<file path="src/serial_if_defines.vh">
/*
 Constants for the clock-synchronous serial interface: register indices,
 field positions, reset values and timing counts.
 Assumes a 32-bit AXI4-Lite bus with one aligned word per register.
*/
`ifndef SERIAL_IF_DEFINES_VH
`define SERIAL_IF_DEFINES_VH

// register indices as printed, byte address is four times the index
`define IDX_PIN_MODE 12'h004
`define IDX_MODE_A 12'h005
`define IDX_DATA_LOW 12'h006
`define IDX_DATA_HIGH 12'h007
`define IDX_MISC 12'h00C
`define IDX_MODE_B 12'h028
`define IDX_START 12'h040
`define IDX_IRQ_STATUS 12'h041
`define IDX_IRQ_ENABLE 12'h042
`define IDX_IRQ_CLEAR 12'h043

// field positions
`define PIN_MODE_TX_BIT 0
`define PIN_MODE_RX_BIT 1
`define MODE_A_PIN_BIT 3
`define MODE_B_RANGE_BIT 0
`define MODE_B_IDLE_BIT 1
`define DONE_FLAG_BIT 2

// clock source codes of the prescaler select bits
`define SRC_SYSTEM 3'h6
`define SRC_EXTERNAL 3'h7

// operating modes of the pin mode bits
`define OPMODE_CONT_CLOCK 2'h0

// reset values
`define RST_NIBBLE 4'h0
`define RST_DATA 8'h00
`define RST_SERIAL_OUT 1'b1

// bit count of one transfer and mode write latency in instruction cycles
`define BITS_PER_WORD 8
`define LAST_BIT_COUNT 3'h7
`define MODE_A_LATENCY 2

// instruction cycle time in ns and the clock period it maps to
`define INSTR_CYCLE_NS 10
`define CLK_PERIOD_NS 10
`define CYCLES_PER_INSTR (`INSTR_CYCLE_NS / `CLK_PERIOD_NS)

// axi responses
`define RESP_OKAY 2'h0
`define RESP_SLVERR 2'h2

`endif

</file>
<file path="src/serial_if.v">
/*
 Clock-synchronous 8-bit serial interface with an AXI4-Lite register slave,
 sticky interrupt status with enable and clear registers, and one level
 interrupt output.
 Assumes one clock aclk with one aclk cycle per instruction cycle; the serial
 clock and data input pins come from outside and are synchronised here.
*/
`timescale 1ns/1ns
`default_nettype none
`include "serial_if_defines.vh"

module serial_if #(
   parameter ADDR_W = 12
) (
   // clock and reset
   input wire aclk,
   input wire aresetn,
   // axi4-lite write address
   input wire [ADDR_W-1:0] s_axi_awaddr,
   input wire s_axi_awvalid,
   output wire s_axi_awready,
   // axi4-lite write data
   input wire [31:0] s_axi_wdata,
   input wire [3:0] s_axi_wstrb,
   input wire s_axi_wvalid,
   output wire s_axi_wready,
   // axi4-lite write response
   output reg [1:0] s_axi_bresp,
   output reg s_axi_bvalid,
   input wire s_axi_bready,
   // axi4-lite read address
   input wire [ADDR_W-1:0] s_axi_araddr,
   input wire s_axi_arvalid,
   output wire s_axi_arready,
   // axi4-lite read data
   output reg [31:0] s_axi_rdata,
   output reg [1:0] s_axi_rresp,
   output reg s_axi_rvalid,
   input wire s_axi_rready,
   // serial clock pin, output enable low while driven
   input wire serial_clock_pin_in,
   output wire serial_clock_pin_out,
   output wire serial_clock_pin_oe_n,
   // serial data pins
   input wire serial_in_pin,
   output reg serial_out_pin,
   output wire serial_out_pin_oe_n,
   // interrupt
   output wire irq
);

   localparam ST_START_WAIT = 2'h0;
   localparam ST_CLOCK_WAIT = 2'h1;
   localparam ST_TRANSFER = 2'h2;
   localparam ST_CONT_CLOCK = 2'h3;

   // registers
   reg [3:0] serial_port_pin_mode_reg;
   reg [3:0] serial_clock_mode_a_reg;
   reg [3:0] mode_a_delay_reg;
   reg [3:0] mode_a_eff_reg;
   reg [3:0] serial_clock_mode_b_reg;
   reg [3:0] miscellaneous_control_reg;
   reg [7:0] shift_data_reg;
   reg [3:0] irq_status_reg;
   reg [3:0] irq_enable_reg;
   reg [1:0] state_reg;
   reg [2:0] bit_transfer_counter_reg;

   // bus handshake state
   reg aw_held_reg;
   reg w_held_reg;
   reg [ADDR_W-1:0] aw_addr_reg;
   reg [31:0] w_data_reg;
   reg [3:0] w_strb_reg;

   // pin synchronisers
   reg sck_meta_reg;
   reg sck_sync_reg;
   reg sck_prev_reg;
   reg si_meta_reg;
   reg si_sync_reg;

   wire wr_fire;
   wire rd_fire;
   wire [ADDR_W-1:0] wr_index;
   wire [ADDR_W-1:0] rd_index;
   wire wr_lane;
   wire [3:0] wr_nibble;
   wire wr_mode_a;
   wire wr_start;
   wire internal_src;
   wire clock_pin_serial;
   wire gen_enable;
   wire gen_level;
   wire gen_fall;
   wire gen_rise;
   wire clk_fall;
   wire clk_rise;
   wire cont_mode;
   wire tx_enabled;
   wire rx_enabled;
   wire in_transfer;
   wire done_event;
   wire abort_event;
   wire flag_event;
   reg [31:0] rd_value;
   reg rd_mapped;

   // ---------------- axi4-lite slave ----------------
   assign s_axi_awready = !aw_held_reg;
   assign s_axi_wready = !w_held_reg;
   assign s_axi_arready = !s_axi_rvalid;
   assign wr_fire = aw_held_reg && w_held_reg && !s_axi_bvalid;
   assign rd_fire = s_axi_arvalid && s_axi_arready;
   assign wr_index = {2'b00, aw_addr_reg[ADDR_W-1:2]};
   assign rd_index = {2'b00, s_axi_araddr[ADDR_W-1:2]};
   assign wr_lane = w_strb_reg[0];
   assign wr_nibble = w_data_reg[3:0];

   always @(posedge aclk) begin
      if (!aresetn) begin
         aw_held_reg <= 1'b0;
         w_held_reg <= 1'b0;
         aw_addr_reg <= {ADDR_W{1'b0}};
         w_data_reg <= 32'h00000000;
         w_strb_reg <= 4'h0;
         s_axi_bvalid <= 1'b0;
         s_axi_bresp <= `RESP_OKAY;
      end else begin
         if (s_axi_awvalid && s_axi_awready) begin
            aw_held_reg <= 1'b1;
            aw_addr_reg <= s_axi_awaddr;
         end
         if (s_axi_wvalid && s_axi_wready) begin
            w_held_reg <= 1'b1;
            w_data_reg <= s_axi_wdata;
            w_strb_reg <= s_axi_wstrb;
         end
         if (wr_fire) begin
            aw_held_reg <= 1'b0;
            w_held_reg <= 1'b0;
            s_axi_bvalid <= 1'b1;
            case (wr_index)
               `IDX_PIN_MODE, `IDX_MODE_A, `IDX_DATA_LOW, `IDX_DATA_HIGH,
               `IDX_MISC, `IDX_MODE_B, `IDX_START, `IDX_IRQ_ENABLE,
               `IDX_IRQ_CLEAR: s_axi_bresp <= `RESP_OKAY;
               default: s_axi_bresp <= `RESP_SLVERR;
            endcase
         end else if (s_axi_bvalid && s_axi_bready) begin
            s_axi_bvalid <= 1'b0;
         end
      end
   end

   // write-only registers read as zero
   always @* begin
      rd_value = 32'h00000000;
      rd_mapped = 1'b1;
      case (rd_index)
         `IDX_PIN_MODE, `IDX_MODE_A, `IDX_START, `IDX_IRQ_CLEAR: rd_value = 32'h00000000;
         `IDX_DATA_LOW: rd_value = {28'h0000000, shift_data_reg[3:0]};
         `IDX_DATA_HIGH: rd_value = {28'h0000000, shift_data_reg[7:4]};
         `IDX_MISC: rd_value = {28'h0000000, miscellaneous_control_reg};
         `IDX_MODE_B: rd_value = {28'h0000000, serial_clock_mode_b_reg};
         `IDX_IRQ_STATUS: rd_value = {28'h0000000, irq_status_reg};
         `IDX_IRQ_ENABLE: rd_value = {28'h0000000, irq_enable_reg};
         default: rd_mapped = 1'b0;
      endcase
   end

   always @(posedge aclk) begin
      if (!aresetn) begin
         s_axi_rvalid <= 1'b0;
         s_axi_rdata <= 32'h00000000;
         s_axi_rresp <= `RESP_OKAY;
      end else if (rd_fire) begin
         s_axi_rvalid <= 1'b1;
         s_axi_rdata <= rd_value;
         s_axi_rresp <= rd_mapped ? `RESP_OKAY : `RESP_SLVERR;
      end else if (s_axi_rvalid && s_axi_rready) begin
         s_axi_rvalid <= 1'b0;
      end
   end

   // ---------------- control registers ----------------
   assign wr_mode_a = wr_fire && wr_lane && (wr_index == `IDX_MODE_A);
   assign wr_start = wr_fire && wr_lane && (wr_index == `IDX_START);

   always @(posedge aclk) begin
      if (!aresetn) begin
         serial_port_pin_mode_reg <= `RST_NIBBLE;
         serial_clock_mode_a_reg <= `RST_NIBBLE;
         mode_a_delay_reg <= `RST_NIBBLE;
         mode_a_eff_reg <= `RST_NIBBLE;
         serial_clock_mode_b_reg <= `RST_NIBBLE;
         miscellaneous_control_reg <= `RST_NIBBLE;
         irq_enable_reg <= `RST_NIBBLE;
      end else begin
         // the written mode reaches the logic two cycles later
         mode_a_delay_reg <= serial_clock_mode_a_reg;
         mode_a_eff_reg <= mode_a_delay_reg;
         if (wr_fire && wr_lane) begin
            case (wr_index)
               `IDX_PIN_MODE: serial_port_pin_mode_reg <= wr_nibble;
               `IDX_MODE_A: serial_clock_mode_a_reg <= wr_nibble;
               `IDX_MODE_B: serial_clock_mode_b_reg <= wr_nibble;
               `IDX_MISC: miscellaneous_control_reg <= wr_nibble;
               `IDX_IRQ_ENABLE: irq_enable_reg <= wr_nibble;
               default: ;
            endcase
         end
      end
   end

   // ---------------- pins and transmit clock ----------------
   always @(posedge aclk) begin
      if (!aresetn) begin
         sck_meta_reg <= 1'b1;
         sck_sync_reg <= 1'b1;
         sck_prev_reg <= 1'b1;
         si_meta_reg <= 1'b0;
         si_sync_reg <= 1'b0;
      end else begin
         sck_meta_reg <= serial_clock_pin_in;
         sck_sync_reg <= sck_meta_reg;
         sck_prev_reg <= sck_sync_reg;
         si_meta_reg <= serial_in_pin;
         si_sync_reg <= si_meta_reg;
      end
   end

   assign clock_pin_serial = mode_a_eff_reg[`MODE_A_PIN_BIT];
   assign internal_src = mode_a_eff_reg[2:0] != `SRC_EXTERNAL;
   assign tx_enabled = serial_port_pin_mode_reg[`PIN_MODE_TX_BIT];
   assign rx_enabled = serial_port_pin_mode_reg[`PIN_MODE_RX_BIT];
   assign cont_mode = serial_port_pin_mode_reg[1:0] == `OPMODE_CONT_CLOCK;
   assign gen_enable = clock_pin_serial && internal_src && (state_reg != ST_START_WAIT);

   transmit_clock_gen #(
      .CNT_W(13)
   ) clock_gen (
      .aclk(aclk),
      .aresetn(aresetn),
      .enable(gen_enable),
      .select(mode_a_eff_reg[2:0]),
      .range(serial_clock_mode_b_reg[`MODE_B_RANGE_BIT]),
      .clock_level(gen_level),
      .fall_pulse(gen_fall),
      .rise_pulse(gen_rise)
   );

   // clock edges from the chosen source; none while the pin is not serial
   assign clk_fall = clock_pin_serial &&
      (internal_src ? gen_fall : (sck_prev_reg && !sck_sync_reg));
   assign clk_rise = clock_pin_serial &&
      (internal_src ? gen_rise : (!sck_prev_reg && sck_sync_reg));

   assign serial_clock_pin_out = gen_level;
   assign serial_clock_pin_oe_n = !(clock_pin_serial && internal_src);
   assign serial_out_pin_oe_n = !tx_enabled;

   // ---------------- transfer state machine ----------------
   assign in_transfer = state_reg == ST_TRANSFER;
   assign done_event = in_transfer && clk_rise &&
      (bit_transfer_counter_reg == `LAST_BIT_COUNT);
   assign abort_event = in_transfer && (wr_mode_a || wr_start);
   assign flag_event = done_event || abort_event;

   always @(posedge aclk) begin
      if (!aresetn) begin
         state_reg <= ST_START_WAIT;
         bit_transfer_counter_reg <= 3'h0;
      end else if (wr_mode_a) begin
         state_reg <= ST_START_WAIT;
         bit_transfer_counter_reg <= 3'h0;
      end else if (wr_start) begin
         state_reg <= ST_CLOCK_WAIT;
         bit_transfer_counter_reg <= 3'h0;
      end else begin
         case (state_reg)
            ST_START_WAIT: ;
            ST_CLOCK_WAIT: begin
               if (clk_fall) begin
                  if (cont_mode && internal_src) begin
                     state_reg <= ST_CONT_CLOCK;
                  end else begin
                     state_reg <= ST_TRANSFER;
                  end
               end
            end
            ST_TRANSFER: begin
               if (clk_rise) begin
                  bit_transfer_counter_reg <= bit_transfer_counter_reg + 3'h1;
                  if (done_event) begin
                     bit_transfer_counter_reg <= 3'h0;
                     state_reg <= internal_src ? ST_START_WAIT : ST_CLOCK_WAIT;
                  end
               end
            end
            ST_CONT_CLOCK: ;
            default: state_reg <= ST_START_WAIT;
         endcase
      end
   end

   // ---------------- shift register and output pin ----------------
   always @(posedge aclk) begin
      if (!aresetn) begin
         shift_data_reg <= `RST_DATA;
         serial_out_pin <= `RST_SERIAL_OUT;
      end else begin
         if (state_reg == ST_START_WAIT) begin
            serial_out_pin <= serial_clock_mode_b_reg[`MODE_B_IDLE_BIT];
         end else if (clk_fall && !(state_reg == ST_CLOCK_WAIT && cont_mode && internal_src)
                      && state_reg != ST_CONT_CLOCK) begin
            serial_out_pin <= shift_data_reg[0];
         end
         if (in_transfer && clk_rise && !wr_mode_a && !wr_start) begin
            shift_data_reg <= {rx_enabled & si_sync_reg, shift_data_reg[7:1]};
         end else if (wr_fire && wr_lane && wr_index == `IDX_DATA_LOW) begin
            shift_data_reg[3:0] <= wr_nibble;
         end else if (wr_fire && wr_lane && wr_index == `IDX_DATA_HIGH) begin
            shift_data_reg[7:4] <= wr_nibble;
         end
      end
   end

   // ---------------- interrupt status ----------------
   always @(posedge aclk) begin
      if (!aresetn) begin
         irq_status_reg <= `RST_NIBBLE;
      end else begin
         if (wr_fire && wr_lane && wr_index == `IDX_IRQ_CLEAR) begin
            irq_status_reg <= irq_status_reg & ~wr_nibble;
         end
         // a new event wins over a clear in the same cycle
         if (flag_event) begin
            irq_status_reg[`DONE_FLAG_BIT] <= 1'b1;
         end
      end
   end

   assign irq = |(irq_status_reg & irq_enable_reg);

endmodule // serial_if

`default_nettype wire

</file>
<file path="src/transmit_clock_gen.v">
/*
 Internal transmit clock generator: divides the instruction clock by twice the
 selected prescaler ratio, or by two for the system clock source.
 Assumes enable is low whenever no internal clock is wanted; the output then
 idles high and the next enable starts with a falling edge.
*/
`timescale 1ns/1ns
`default_nettype none
`include "serial_if_defines.vh"

module transmit_clock_gen #(
   parameter CNT_W = 13
) (
   // clock and reset
   input wire aclk,
   input wire aresetn,
   // control
   input wire enable,
   input wire [2:0] select,
   input wire range,
   // generated clock
   output reg clock_level,
   output reg fall_pulse,
   output reg rise_pulse
);

   reg [CNT_W-1:0] count_reg;
   wire [CNT_W-1:0] half_period;

   // half period in instruction cycles: the prescaler ratio
   function [CNT_W-1:0] ratio;
      input [2:0] sel;
      input rng;
      reg [CNT_W-1:0] base;
      begin
         case (sel)
            3'h0: base = 13'h0800;
            3'h1: base = 13'h0200;
            3'h2: base = 13'h0080;
            3'h3: base = 13'h0020;
            3'h4: base = 13'h0008;
            3'h5: base = 13'h0002;
            default: base = 13'h0001;
         endcase
         if (sel != `SRC_SYSTEM && rng) begin
            ratio = {base[CNT_W-2:0], 1'b0};
         end else begin
            ratio = base;
         end
      end
   endfunction

   assign half_period = ratio(select, range);

   always @(posedge aclk) begin
      if (!aresetn) begin
         count_reg <= {CNT_W{1'b0}};
         clock_level <= 1'b1;
         fall_pulse <= 1'b0;
         rise_pulse <= 1'b0;
      end else if (!enable) begin
         count_reg <= {CNT_W{1'b0}};
         clock_level <= 1'b1;
         fall_pulse <= 1'b0;
         rise_pulse <= 1'b0;
      end else if (count_reg == half_period - 13'h0001) begin
         count_reg <= {CNT_W{1'b0}};
         clock_level <= ~clock_level;
         fall_pulse <= clock_level;
         rise_pulse <= ~clock_level;
      end else begin
         count_reg <= count_reg + 13'h0001;
         fall_pulse <= 1'b0;
         rise_pulse <= 1'b0;
      end
   end

endmodule // transmit_clock_gen

`default_nettype wire
</file>
<file path="config.mk">
export PLATFORM = sky130hd
export DESIGN_NAME = serial_if
export DESIGN_NICKNAME = d
export VERILOG_FILES = /design/src/serial_if.v /design/src/transmit_clock_gen.v
export VERILOG_INCLUDE_DIRS = /design/src
export SDC_FILE = /design/constraint.sdc
export NUM_CORES = 1
export LEC_CHECK = 0
export CORE_AREA = 2 2 114 116
export CTS_BUF_LIST = sky130_fd_sc_hd__clkbuf_8
export DETAILED_ROUTE_END_ITERATION = 8
export DIE_AREA = 0 0 116 118
export DONT_BUFFER_PORTS = 1
export PLACE_DENSITY_LB_ADDON = 0.3
export SLEW_MARGIN = 5
export SYNTH_ARGS = -nofsm -noshare
export SYNTH_HDL_FRONTEND = slang
export SYNTH_SLANG_ARGS = --single-unit
export TNS_END_PERCENT = 10
</file>
<file path="constraint.sdc">
create_clock -name aclk -period 3.3 [get_ports aclk]
set_clock_uncertainty 0.15 [all_clocks]
set_input_delay 0.165 -clock aclk [delete_from_list [all_inputs] [get_ports aclk]]
set_output_delay 0.165 -clock aclk [all_outputs]
set_load 0.005 [all_outputs]
</file>
==> run metrics, run 1 <==
status completed; Synth-to-Final Area Change 8.84%; FMAX 340 MHz; drt initial violations 180; vias in the first global route 3723; Antenna Nets Post-Route 0; min Tclk post-route 2.94 ns; Slew HR 45.7%; setup violators final 0; via count 3899; die area 13700 sq um; RD Place Congestion 0.891; most common cell in the netlist dfxtp_1; Core ar. 12400 sq um; switching share of power 24.1%; area share of the largest cell type after synthesis 36.9%; Max-Cap Viols 0; R2R cell count 10; hpwl dp 7.77 mm; NumNets Final 654; ys async rst share 0%; filler cell count 1263; commonest cells in the netlist dfxtp_1, nand2_1, nor2_1, a21oi_1, buf_4; routed wire length 10.9 mm; Crit Path Max Fanout 17; Leak 1.91 nW; P_int 1.50 mW; Pwr Total 1.98 mW; actual slew at the worst max-slew pin 0.812 ns; Psw 477 uW; Initial Utilization 39.3%; crit path launch type register; hold_buf cts 28; Largest register FFs 13; CP required 3.38 ns; hold_ws 0.00915 ns; Clk pwr share 36.7%; pwr dens 372 nW/um^2; I/O pins 115; n_diodes 0; Synth area leaders dfxtp_1, mux2i_1, nand2_1; layout cells sized above 1 9.90%; number of synthesized flops with an enable pin 0; Die Ht 118 microns; CTS resizes 0; reg2reg end clock_gen.count_reg[2]$_SDFF_PP0_; Hold Crit Class in -> reg; drt pass-1 iters 4; Clock Sinks 90; WL per Instance 14.4 microns; clk buf depth 2; count of different cell masters after synthesis 75; combinational fraction of design power 6.1%; design area 5320 sq um; Max Slew Vio Count 0; Yosys warnings 0; Mapped Cells 568; Avg Vias per Cell 5.14; post-route core utilization 42.8%; setup total negative slack 0 ns; top_reg_cell synth dfxtp_1; Placement Cell Area 4850 sq um; Hold Crit Start s_axi_araddr[7]; Yosys reg bits 90; Worst VDD drop 0.000306 V; area leader, netlist dfxtp_1; die span in x 116 microns; Period Utilization, post-route 89.1%; Core Rows 41; Reg2Reg Launch Point mode_a_eff_reg[1]$_SDFF_PN0_; H-tree Lvls 3; RSZ-0062 raised after global routing false; arrival time at the worst endpoint 3.02 ns; first-pass GRT wire length 18.2 mm; sequential power share 57.2%; syn_area_per_cell 8.60 sq um; initial antenna violation count 0; CTS Root Cell clkbuf_8; kind of critical path reg -> reg; clock tree from TritonCTS done; hold path endpoint s_axi_rdata[1]$_SDFFE_PN0P_; flop2flop setup slack 0.36 ns; element type at the critical path end register; cell area after synthesis 4880 sq um; post-CTS setup buffers 0; CTS Buf Count 9; Remaining Overflow, GRT 0; clock latency on the worst-skew pair 0.35 ns; largest net degree at the start of global routing 51; Clock transition at path regs 0.08 ns; PortBufs 0; Total GRT Usage 16.4%; Final Hold Vio Count 0; part of the Yosys area used for sequential elements 36.9%; WHS Path Cells 3; DRC errors left 0
through the flow:
stage	setup slack [ns]	std cells
floorplan	0.577	597
detailed placement	0.352	714
global placement	0.402	714
CTS	0.342	758
finish	0.361	758
global route	0.196	758
cells in the final DEF, fill, tap and decap left out, drive strengths merged, types with 5 or more instances in the layout:
cell	netlist	routed
nand2b	11	11
a21oi	31	31
dlygate4sd3	0	28
and2	13	13
o211ai	7	7
xor2	7	7
a22oi	12	12
nand4	5	5
mux2i	28	28
nor2	57	57
nor3b	5	5
nor4	5	5
nand2	64	64
clkbuf	22	9
xnor2	6	6
dfxtp	90	90
nor2b	16	16
conb	1	30
inv	13	15
nor3	17	17
buf	41	8
and3	7	7
a311oi	8	8
o21ai	28	28
nand3	13	13
cells by family (layout without fill, tap and decap cells):
group	after synthesis	after routing	share of synthesized area, %
and+or+nand+nor	233	233	26.6
AOI/OAI and AO/OA	118	118	16.7
DFF	90	90	36.9
buffers and inverters	77	66	9.66
muxes	32	32	6.66
xor gates and xnor gates	13	13	2.33
adders and majority gates	4	4	1.02
other	1	30	0.0768
power by group through the flow:
| stage | Combinational, mW | Clock, mW | Sequential [mW] |
|---|---|---|---|
| after global placement | 0.0868 | 0 | 1.16 |
| after global routing | 0.137 | 0.791 | 1.14 |
| final | 0.120 | 0.725 | 1.13 |
| after CTS | 0.119 | 0.745 | 1.13 |
| after detailed placement | 0.0896 | 0 | 1.16 |
| after floorplan | 0.115 | 0 | 1.14 |
layout make-up:
cell class | count | area, sq um | area share (%)
Clock buffer | 9 | 124 | 2.33
Clock inverter | 7 | 62.6 | 1.18
Inverter | 14 | 52.6 | 0.989
Multi-Input combinational cell | 430 | 2720 | 51.2
Sequential cell | 90 | 1800 | 33.9
Tap cell | 172 | 215 | 4.05
Timing Repair Buffer | 36 | 340 | 6.40
worst max-delay path, cell delays in order, from the launching register on:
cell and delay (ns):
dfxtp_1 0.42, buf_4 0.25, nand3_1 0.10, ha_1 0.32
nand2b_4 0.21, or4b_4 0.51, o211ai_2 0.14, o211ai_4 0.13
nor4_4 0.21, buf_4 0.30, nor3_1 0.08
how the worst max path moves through the flow:
stage          slack [ns]                    startpoint                                 end  depth (start not counted)
2_1_floorplan        0.58  mode_a_eff_reg[1]$_SDFF_PN0_   clock_gen.count_reg[3]$_SDFF_PP0_                         13
3_5_place_dp         0.35  mode_a_eff_reg[1]$_SDFF_PN0_   clock_gen.count_reg[1]$_SDFF_PP0_                         10
6_report             0.36  mode_a_eff_reg[1]$_SDFF_PN0_   clock_gen.count_reg[2]$_SDFF_PP0_                         10
5_1_grt              0.20  mode_a_eff_reg[1]$_SDFF_PN0_  clock_gen.count_reg[12]$_SDFF_PP0_                         10
4_1_cts              0.34  mode_a_eff_reg[1]$_SDFF_PN0_   clock_gen.count_reg[2]$_SDFF_PP0_                         10
3_3_place_gp         0.40  mode_a_eff_reg[1]$_SDFF_PN0_   clock_gen.count_reg[1]$_SDFF_PP0_                         10
metal layers:
layer	global-route usage, %	routed length (microns)
met5	0	0
met4	3.57	63
met3	3.91	430
met2	27.5	5360
met1	21.4	5030
Note: power is estimated with default switching activity, not from simulation.
==> inputs of run 2 (changes only) <==
--- a/config.mk
+++ b/config.mk
@@ -6,10 +6,10 @@
 export SDC_FILE = /design/constraint.sdc
 export NUM_CORES = 1
 export LEC_CHECK = 0
-export CORE_AREA = 2 2 114 116
+export CORE_AREA = 2 2 97 136
 export CTS_BUF_LIST = sky130_fd_sc_hd__clkbuf_8
 export DETAILED_ROUTE_END_ITERATION = 8
-export DIE_AREA = 0 0 116 118
+export DIE_AREA = 0 0 99 138
 export DONT_BUFFER_PORTS = 1
 export PLACE_DENSITY_LB_ADDON = 0.3
 export SLEW_MARGIN = 5
==> run metrics, run 2 (synthesized netlist as in run 1, its figures left out) <==
H-tree Lvls 3; Slew HR 49.4%; clock latency on the worst-skew pair 0.36 ns; setup ws final 0.450 ns; crit path launch type register; CP cell instances buf_4, nand3_1, ha_1, nand2b_4, o31ai_1, a32o_1, o21ai_1, nor4_4, buf_12, nor3b_2; design area 5320 sq um; FF/Latch Area 1800 sq um; Antenna Nets Post-Route 0; min Tclk post-route 2.85 ns; Post-Place Cells 694; Avg Vias per Cell 5.33; Period Utilization, post-route 86.3%; post-route core utilization 42.3%; Synth-to-Final Area Change 8.97%; combinational fraction of design power 6.0%; P_int 1.51 mW; actual slew at the worst max-slew pin 0.757 ns; setup total negative slack 0 ns; setup violators final 0; I/O pins 115; die area 13700 sq um; largest net degree at the start of global routing 51; Core ar. 12600 sq um; RD Place Congestion 0.932; hpwl dp 8.07 mm; CTS Buf Count 9; NumNets Final 654; max incr delay on CP 0.41 ns; Initial Utilization 38.9%; Remaining Overflow, GRT 0; via count 3942; CP required 3.44 ns; hold_buf cts 29; pre-CTS setup slack 0.430 ns; Max Slew Vio Count 0; post-CTS setup buffers 0; element type at the critical path end register; CTS resizes 0; first-pass GRT wire length 18.4 mm; Placement Cell Area 4830 sq um; Largest register FFs 13; Core Rows 49; Total GRT Usage 16.4%; status completed; FMAX 351 MHz; Leak 1.92 nW; DRC errors left 0; pwr dens 378 nW/um^2; Clock Sinks 90; filler cell count 1222; initial antenna violation count 0; RSZ-0062 raised after global routing false; Max stage delay cell, worst path dfxtp_1; clock tree from TritonCTS done; PortBufs 0; Die Ht 138 microns; switching share of power 24.8%; kind of critical path reg -> reg; multi-input logic area 2720 sq um; most frequent cells in the layout dfxtp_1, nand2_1, nor2_1; Hold Crit Class in -> reg; drt pass-1 iters 6; die span in x 99 microns; Worst VDD drop 0.000259 V; Clock transition at path regs 0.08 ns; Crit Path Max Fanout 17; arrival time at the worst endpoint 2.99 ns; WL per Instance 14.9 microns; commonest non-fill, non-tap cell in the layout dfxtp_1; Clk pwr share 37.7%; Final Hold Vio Count 0; routed wire length 11.0 mm; Final Non-Filler Cells 739; CTS Root Cell clkbuf_8; vias in the first global route 3889; n_diodes 0; layout cells sized above 1 10.1%; Psw 500 uW; clk buf depth 2; sequential power share 56.3%; drt initial violations 172; Max-Cap Viols 0
-- run 2: changes by cell type in the layout (fill, tap and decap cells not counted), sizes merged --
| cell | change |
|---|---|
| buf | -1 |
| clkinvlp | -1 |
| clkinv | +2 |
| dlygate4sd3 | +1 |
| inv | -1 |
-- run 2: metrics by stage --
| stage | hold slack, ns | power [mW] |
|---|---|---|
| floorplan | 0.0881 | 1.26 |
| global placement | 0.0828 | 1.24 |
| detailed placement | 0.0853 | 1.25 |
| CTS | 0.00827 | 2.04 |
| global route | 0.0498 | 2.10 |
| finish | 0.0292 | 2.01 |
-- run 2: layout make-up --
type	count	area share, %
Clock buffer	9	2.33
Timing Repair Buffer	36	6.68
Multi-Input combinational cell	430	51.1
Tap cell	153	3.60
Sequential cell	90	33.9
Clock inverter	7	1.46
Inverter	14	0.988
-- run 2: final timing paths --
path	startpoint	endpoint	slack, ns	cells past startpoint
worst min-delay path	s_axi_arvalid	s_axi_rdata[1]$_SDFFE_PN0P_	0.03	3
worst max register to register	mode_a_eff_reg[1]$_SDFF_PN0_	clock_gen.rise_pulse$_SDFF_PN0_	0.45	10
worst min register to register	sck_meta_reg$_SDFF_PN1_	sck_sync_reg$_SDFF_PN1_	0.26	1
worst max-delay path	mode_a_eff_reg[1]$_SDFF_PN0_	clock_gen.rise_pulse$_SDFF_PN0_	0.45	10
-- run 2: layer usage --
metal / part of all wire (%) / vias to the layer above / global-route usage (%)
met5: 0 / - / 0
met4: 2.5 / 0 / 7.07
met3: 4.2 / 26 / 3.74
met2: 55 / 89 / 30.4
met1: 39 / 1865 / 17.4
li1: - / 1962 / -
-- run 2: critical path: cells and delay by family, from the launching register on --
family / cells / cell delay, ns
AND/OR/NAND/NOR: 4 / 0.79
flip-flops: 1 / 0.41
buffers and inverters: 2 / 0.45
adder cells (fa/ha/maj): 1 / 0.33
AO/OA/AOI/OAI: 3 / 0.64
-- run 2: power groups by stage --
stage	sequential, mW	clock (mW)	combinational [mW]
6_report	1.13	0.760	0.121
5_1_grt	1.14	0.831	0.136
4_1_cts	1.13	0.788	0.119
3_5_place_dp	1.16	0	0.0888
3_3_place_gp	1.16	0	0.0863
2_1_floorplan	1.14	0	0.115
==> inputs of run 3 (changes only) <==
--- a/config.mk
+++ b/config.mk
@@ -6,10 +6,11 @@
 export SDC_FILE = /design/constraint.sdc
 export NUM_CORES = 1
 export LEC_CHECK = 0
-export CORE_AREA = 2 2 97 136
+export ABC_AREA = 1
+export CORE_AREA = 2 2 95 134
 export CTS_BUF_LIST = sky130_fd_sc_hd__clkbuf_8
 export DETAILED_ROUTE_END_ITERATION = 8
-export DIE_AREA = 0 0 99 138
+export DIE_AREA = 0 0 97 136
 export DONT_BUFFER_PORTS = 1
 export PLACE_DENSITY_LB_ADDON = 0.3
 export SLEW_MARGIN = 5
==> run metrics, run 3 <==
status completed; CTS resizes 0; Initial Utilization 39.0%; filler cell count 1279; first-pass GRT wire length 18.7 mm; area leader, netlist dfxtp_1; syn_area_per_cell 6.75 sq um; clk buf depth 2; Yosys reg bits 90; Core ar. 12100 sq um; clock tree from TritonCTS done; FF/Latch Area 1800 sq um; Placement Cell Area 4710 sq um; n_diodes 0; area share of the largest cell type after synthesis 38.3%; hpwl dp 8.25 mm; top_reg_cell synth dfxtp_1; Post-Place Cells 833; drt pass-1 iters 6; Synth Area in Adders 1.06%; Antenna Nets Post-Route 0; Largest register FFs 13; clock latency on the worst-skew pair 0.36 ns; Total GRT Usage 17.3%; pwr dens 399 nW/um^2; switching share of power 25.7%; Worst VDD drop 0.000245 V; drt initial violations 219; Avg Vias per Cell 4.91; most common cell in the netlist nand2_1; actual slew at the worst max-slew pin 0.754 ns; XOR/XNOR share of the synthesized area 2.24%; Mapped Cells 697; Remaining Overflow, GRT 0; layout cells sized above 1 4.95%; post-CTS setup buffers 0; setup total negative slack 0 ns; WL per Instance 12.7 microns; Period Utilization, post-route 84.1%; RD Place Congestion 0.835; P_int 1.54 mW; Core Rows 48; largest net degree at the start of global routing 63; Clk pwr share 37.6%; cell area after synthesis 4700 sq um; combinational fraction of design power 7.5%; DRC errors left 0; element type at the critical path end register; Leak 2.35 nW; count of different cell masters after synthesis 40; CTS Buf Count 9; Psw 535 uW; min Tclk post-route 2.78 ns; Slew HR 49.3%; Final Hold Vio Count 0; ys async rst share 0%; initial antenna violation count 0; die span in x 97 microns; design area 5210 sq um; most frequent cells in the layout nand2_1, inv_1, dfxtp_1; crit path launch type register; Max Slew Vio Count 0; die area 13200 sq um; Synth area leaders dfxtp_1, nand2_1, inv_1; hold_buf cts 29; CP cell instances nand2_1, nor2_2, inv_1, nor2_1, a31oi_1, ha_1, xor2_1, nand3_1, nor2_1, nand2_1, nor2_1, nand2_1, nor2_1, nand2_1, nand2_2, nand2_1, nand2_1; Die Ht 136 microns; Worst path most repeated cell nand2_1; CTS Root Cell clkbuf_8; PortBufs 0; Final Non-Filler Cells 878; CP required 3.46 ns; main combinational cell family by area after synthesis simple AND/OR/NAND/NOR gates; multi-input logic area 2310 sq um; RSZ-0062 raised after global routing false; post-synthesis mux area share 0%; Synth-to-Final Area Change 10.9%; kind of critical path reg -> reg; Hold Crit Class in -> reg; H-tree Lvls 3; routed wire length 11.1 mm; Yosys warnings 0; sequential power share 54.8%; max incr delay on CP 0.49 ns; commonest cells in the netlist nand2_1, inv_1, dfxtp_1, nor2_1, nand3_1; Max stage delay cell, worst path dfxtp_1; Compound-Gate Fraction of Synth Area 12.5%; setup violators final 0; Crit Path Max Fanout 14; part of the Yosys area used for sequential elements 38.3%; commonest non-fill, non-tap cell in the layout nand2_1; simple-gate share of the synthesized area 30.9%; I/O pins 115; Max-Cap Viols 0; Clock Sinks 90; FMAX 360 MHz; R2R cell count 17; Pwr Total 2.08 mW; vias in the first global route 4082; WHS Path Cells 3; number of synthesized flops with an enable pin 0; via count 4315; arrival time at the worst endpoint 2.94 ns; NumNets Final 796; Clock transition at path regs 0.09 ns
[run 3: power by group through the flow]
| stage | sequential [mW] | combinational (mW) | clock [mW] |
|---|---|---|---|
| after floorplan | 1.16 | 0.129 | 0 |
| after global placement | 1.16 | 0.112 | 0 |
| after detailed placement | 1.17 | 0.114 | 0 |
| after CTS | 1.14 | 0.155 | 0.804 |
| after global routing | 1.14 | 0.182 | 0.852 |
| final | 1.14 | 0.157 | 0.783 |
[run 3: cell type report]
type / instances / area share [%]
well taps: 150 / 3.60
clock buffers: 10 / 2.64
multi-input cells: 484 / 44.3
flip-flops and latches: 90 / 34.6
inverters: 109 / 7.85
clock inverters: 6 / 1.27
repair buffers: 29 / 5.76
[run 3: through the flow]
step	setup WS [ns]	utilization, %	hold WS [ns]
after global routing	0.172	43.2	0.106
final	0.524	43.2	0.0757
after floorplan	0.925	-	0.113
after detailed placement	0.558	39.0	0.0975
after global placement	0.635	39.0	0.0938
after CTS	0.535	43.2	0.0561
[run 3: cell families (layout without fill, tap and decap cells)]
family	after synthesis	after routing
xor gates and xnor gates	12	12
DFF	90	90
other	1	30
adders and majority gates	4	4
and+or+nand+nor	332	332
buffers and inverters	152	154
AOI/OAI and AO/OA	106	106
[run 3: final timing paths]
kind	start	end	slack, ns
worst max-delay path	mode_a_eff_reg[2]$_SDFF_PN0_	clock_gen.clock_level$_SDFFE_PN1N_	0.52
worst min register to register	mode_a_delay_reg[0]$_SDFF_PN0_	mode_a_eff_reg[0]$_SDFF_PN0_	0.27
worst max register to register	mode_a_eff_reg[2]$_SDFF_PN0_	clock_gen.clock_level$_SDFFE_PN1N_	0.52
worst min-delay path	s_axi_arvalid	s_axi_rresp[1]$_SDFFE_PN0P_	0.08
[run 3: critical path, delay by kind of cell, from the launching register on]
family | cells | cell delay, ns
and+or+nand+nor | 13 | 1.41
AOI/OAI and AO/OA | 1 | 0.05
xor gates and xnor gates | 1 | 0.19
DFF | 1 | 0.49
adders and majority gates | 1 | 0.31
buffers and inverters | 1 | 0.12
[run 3: per-layer routing]
| layer | global-route usage [%] | wire length, microns |
|---|---|---|
| met2 | 33.8 | 6130 |
| met4 | 6.65 | 192 |
| met5 | 0 | 0 |
| met1 | 17.9 | 4350 |
| met3 | 3.86 | 459 |
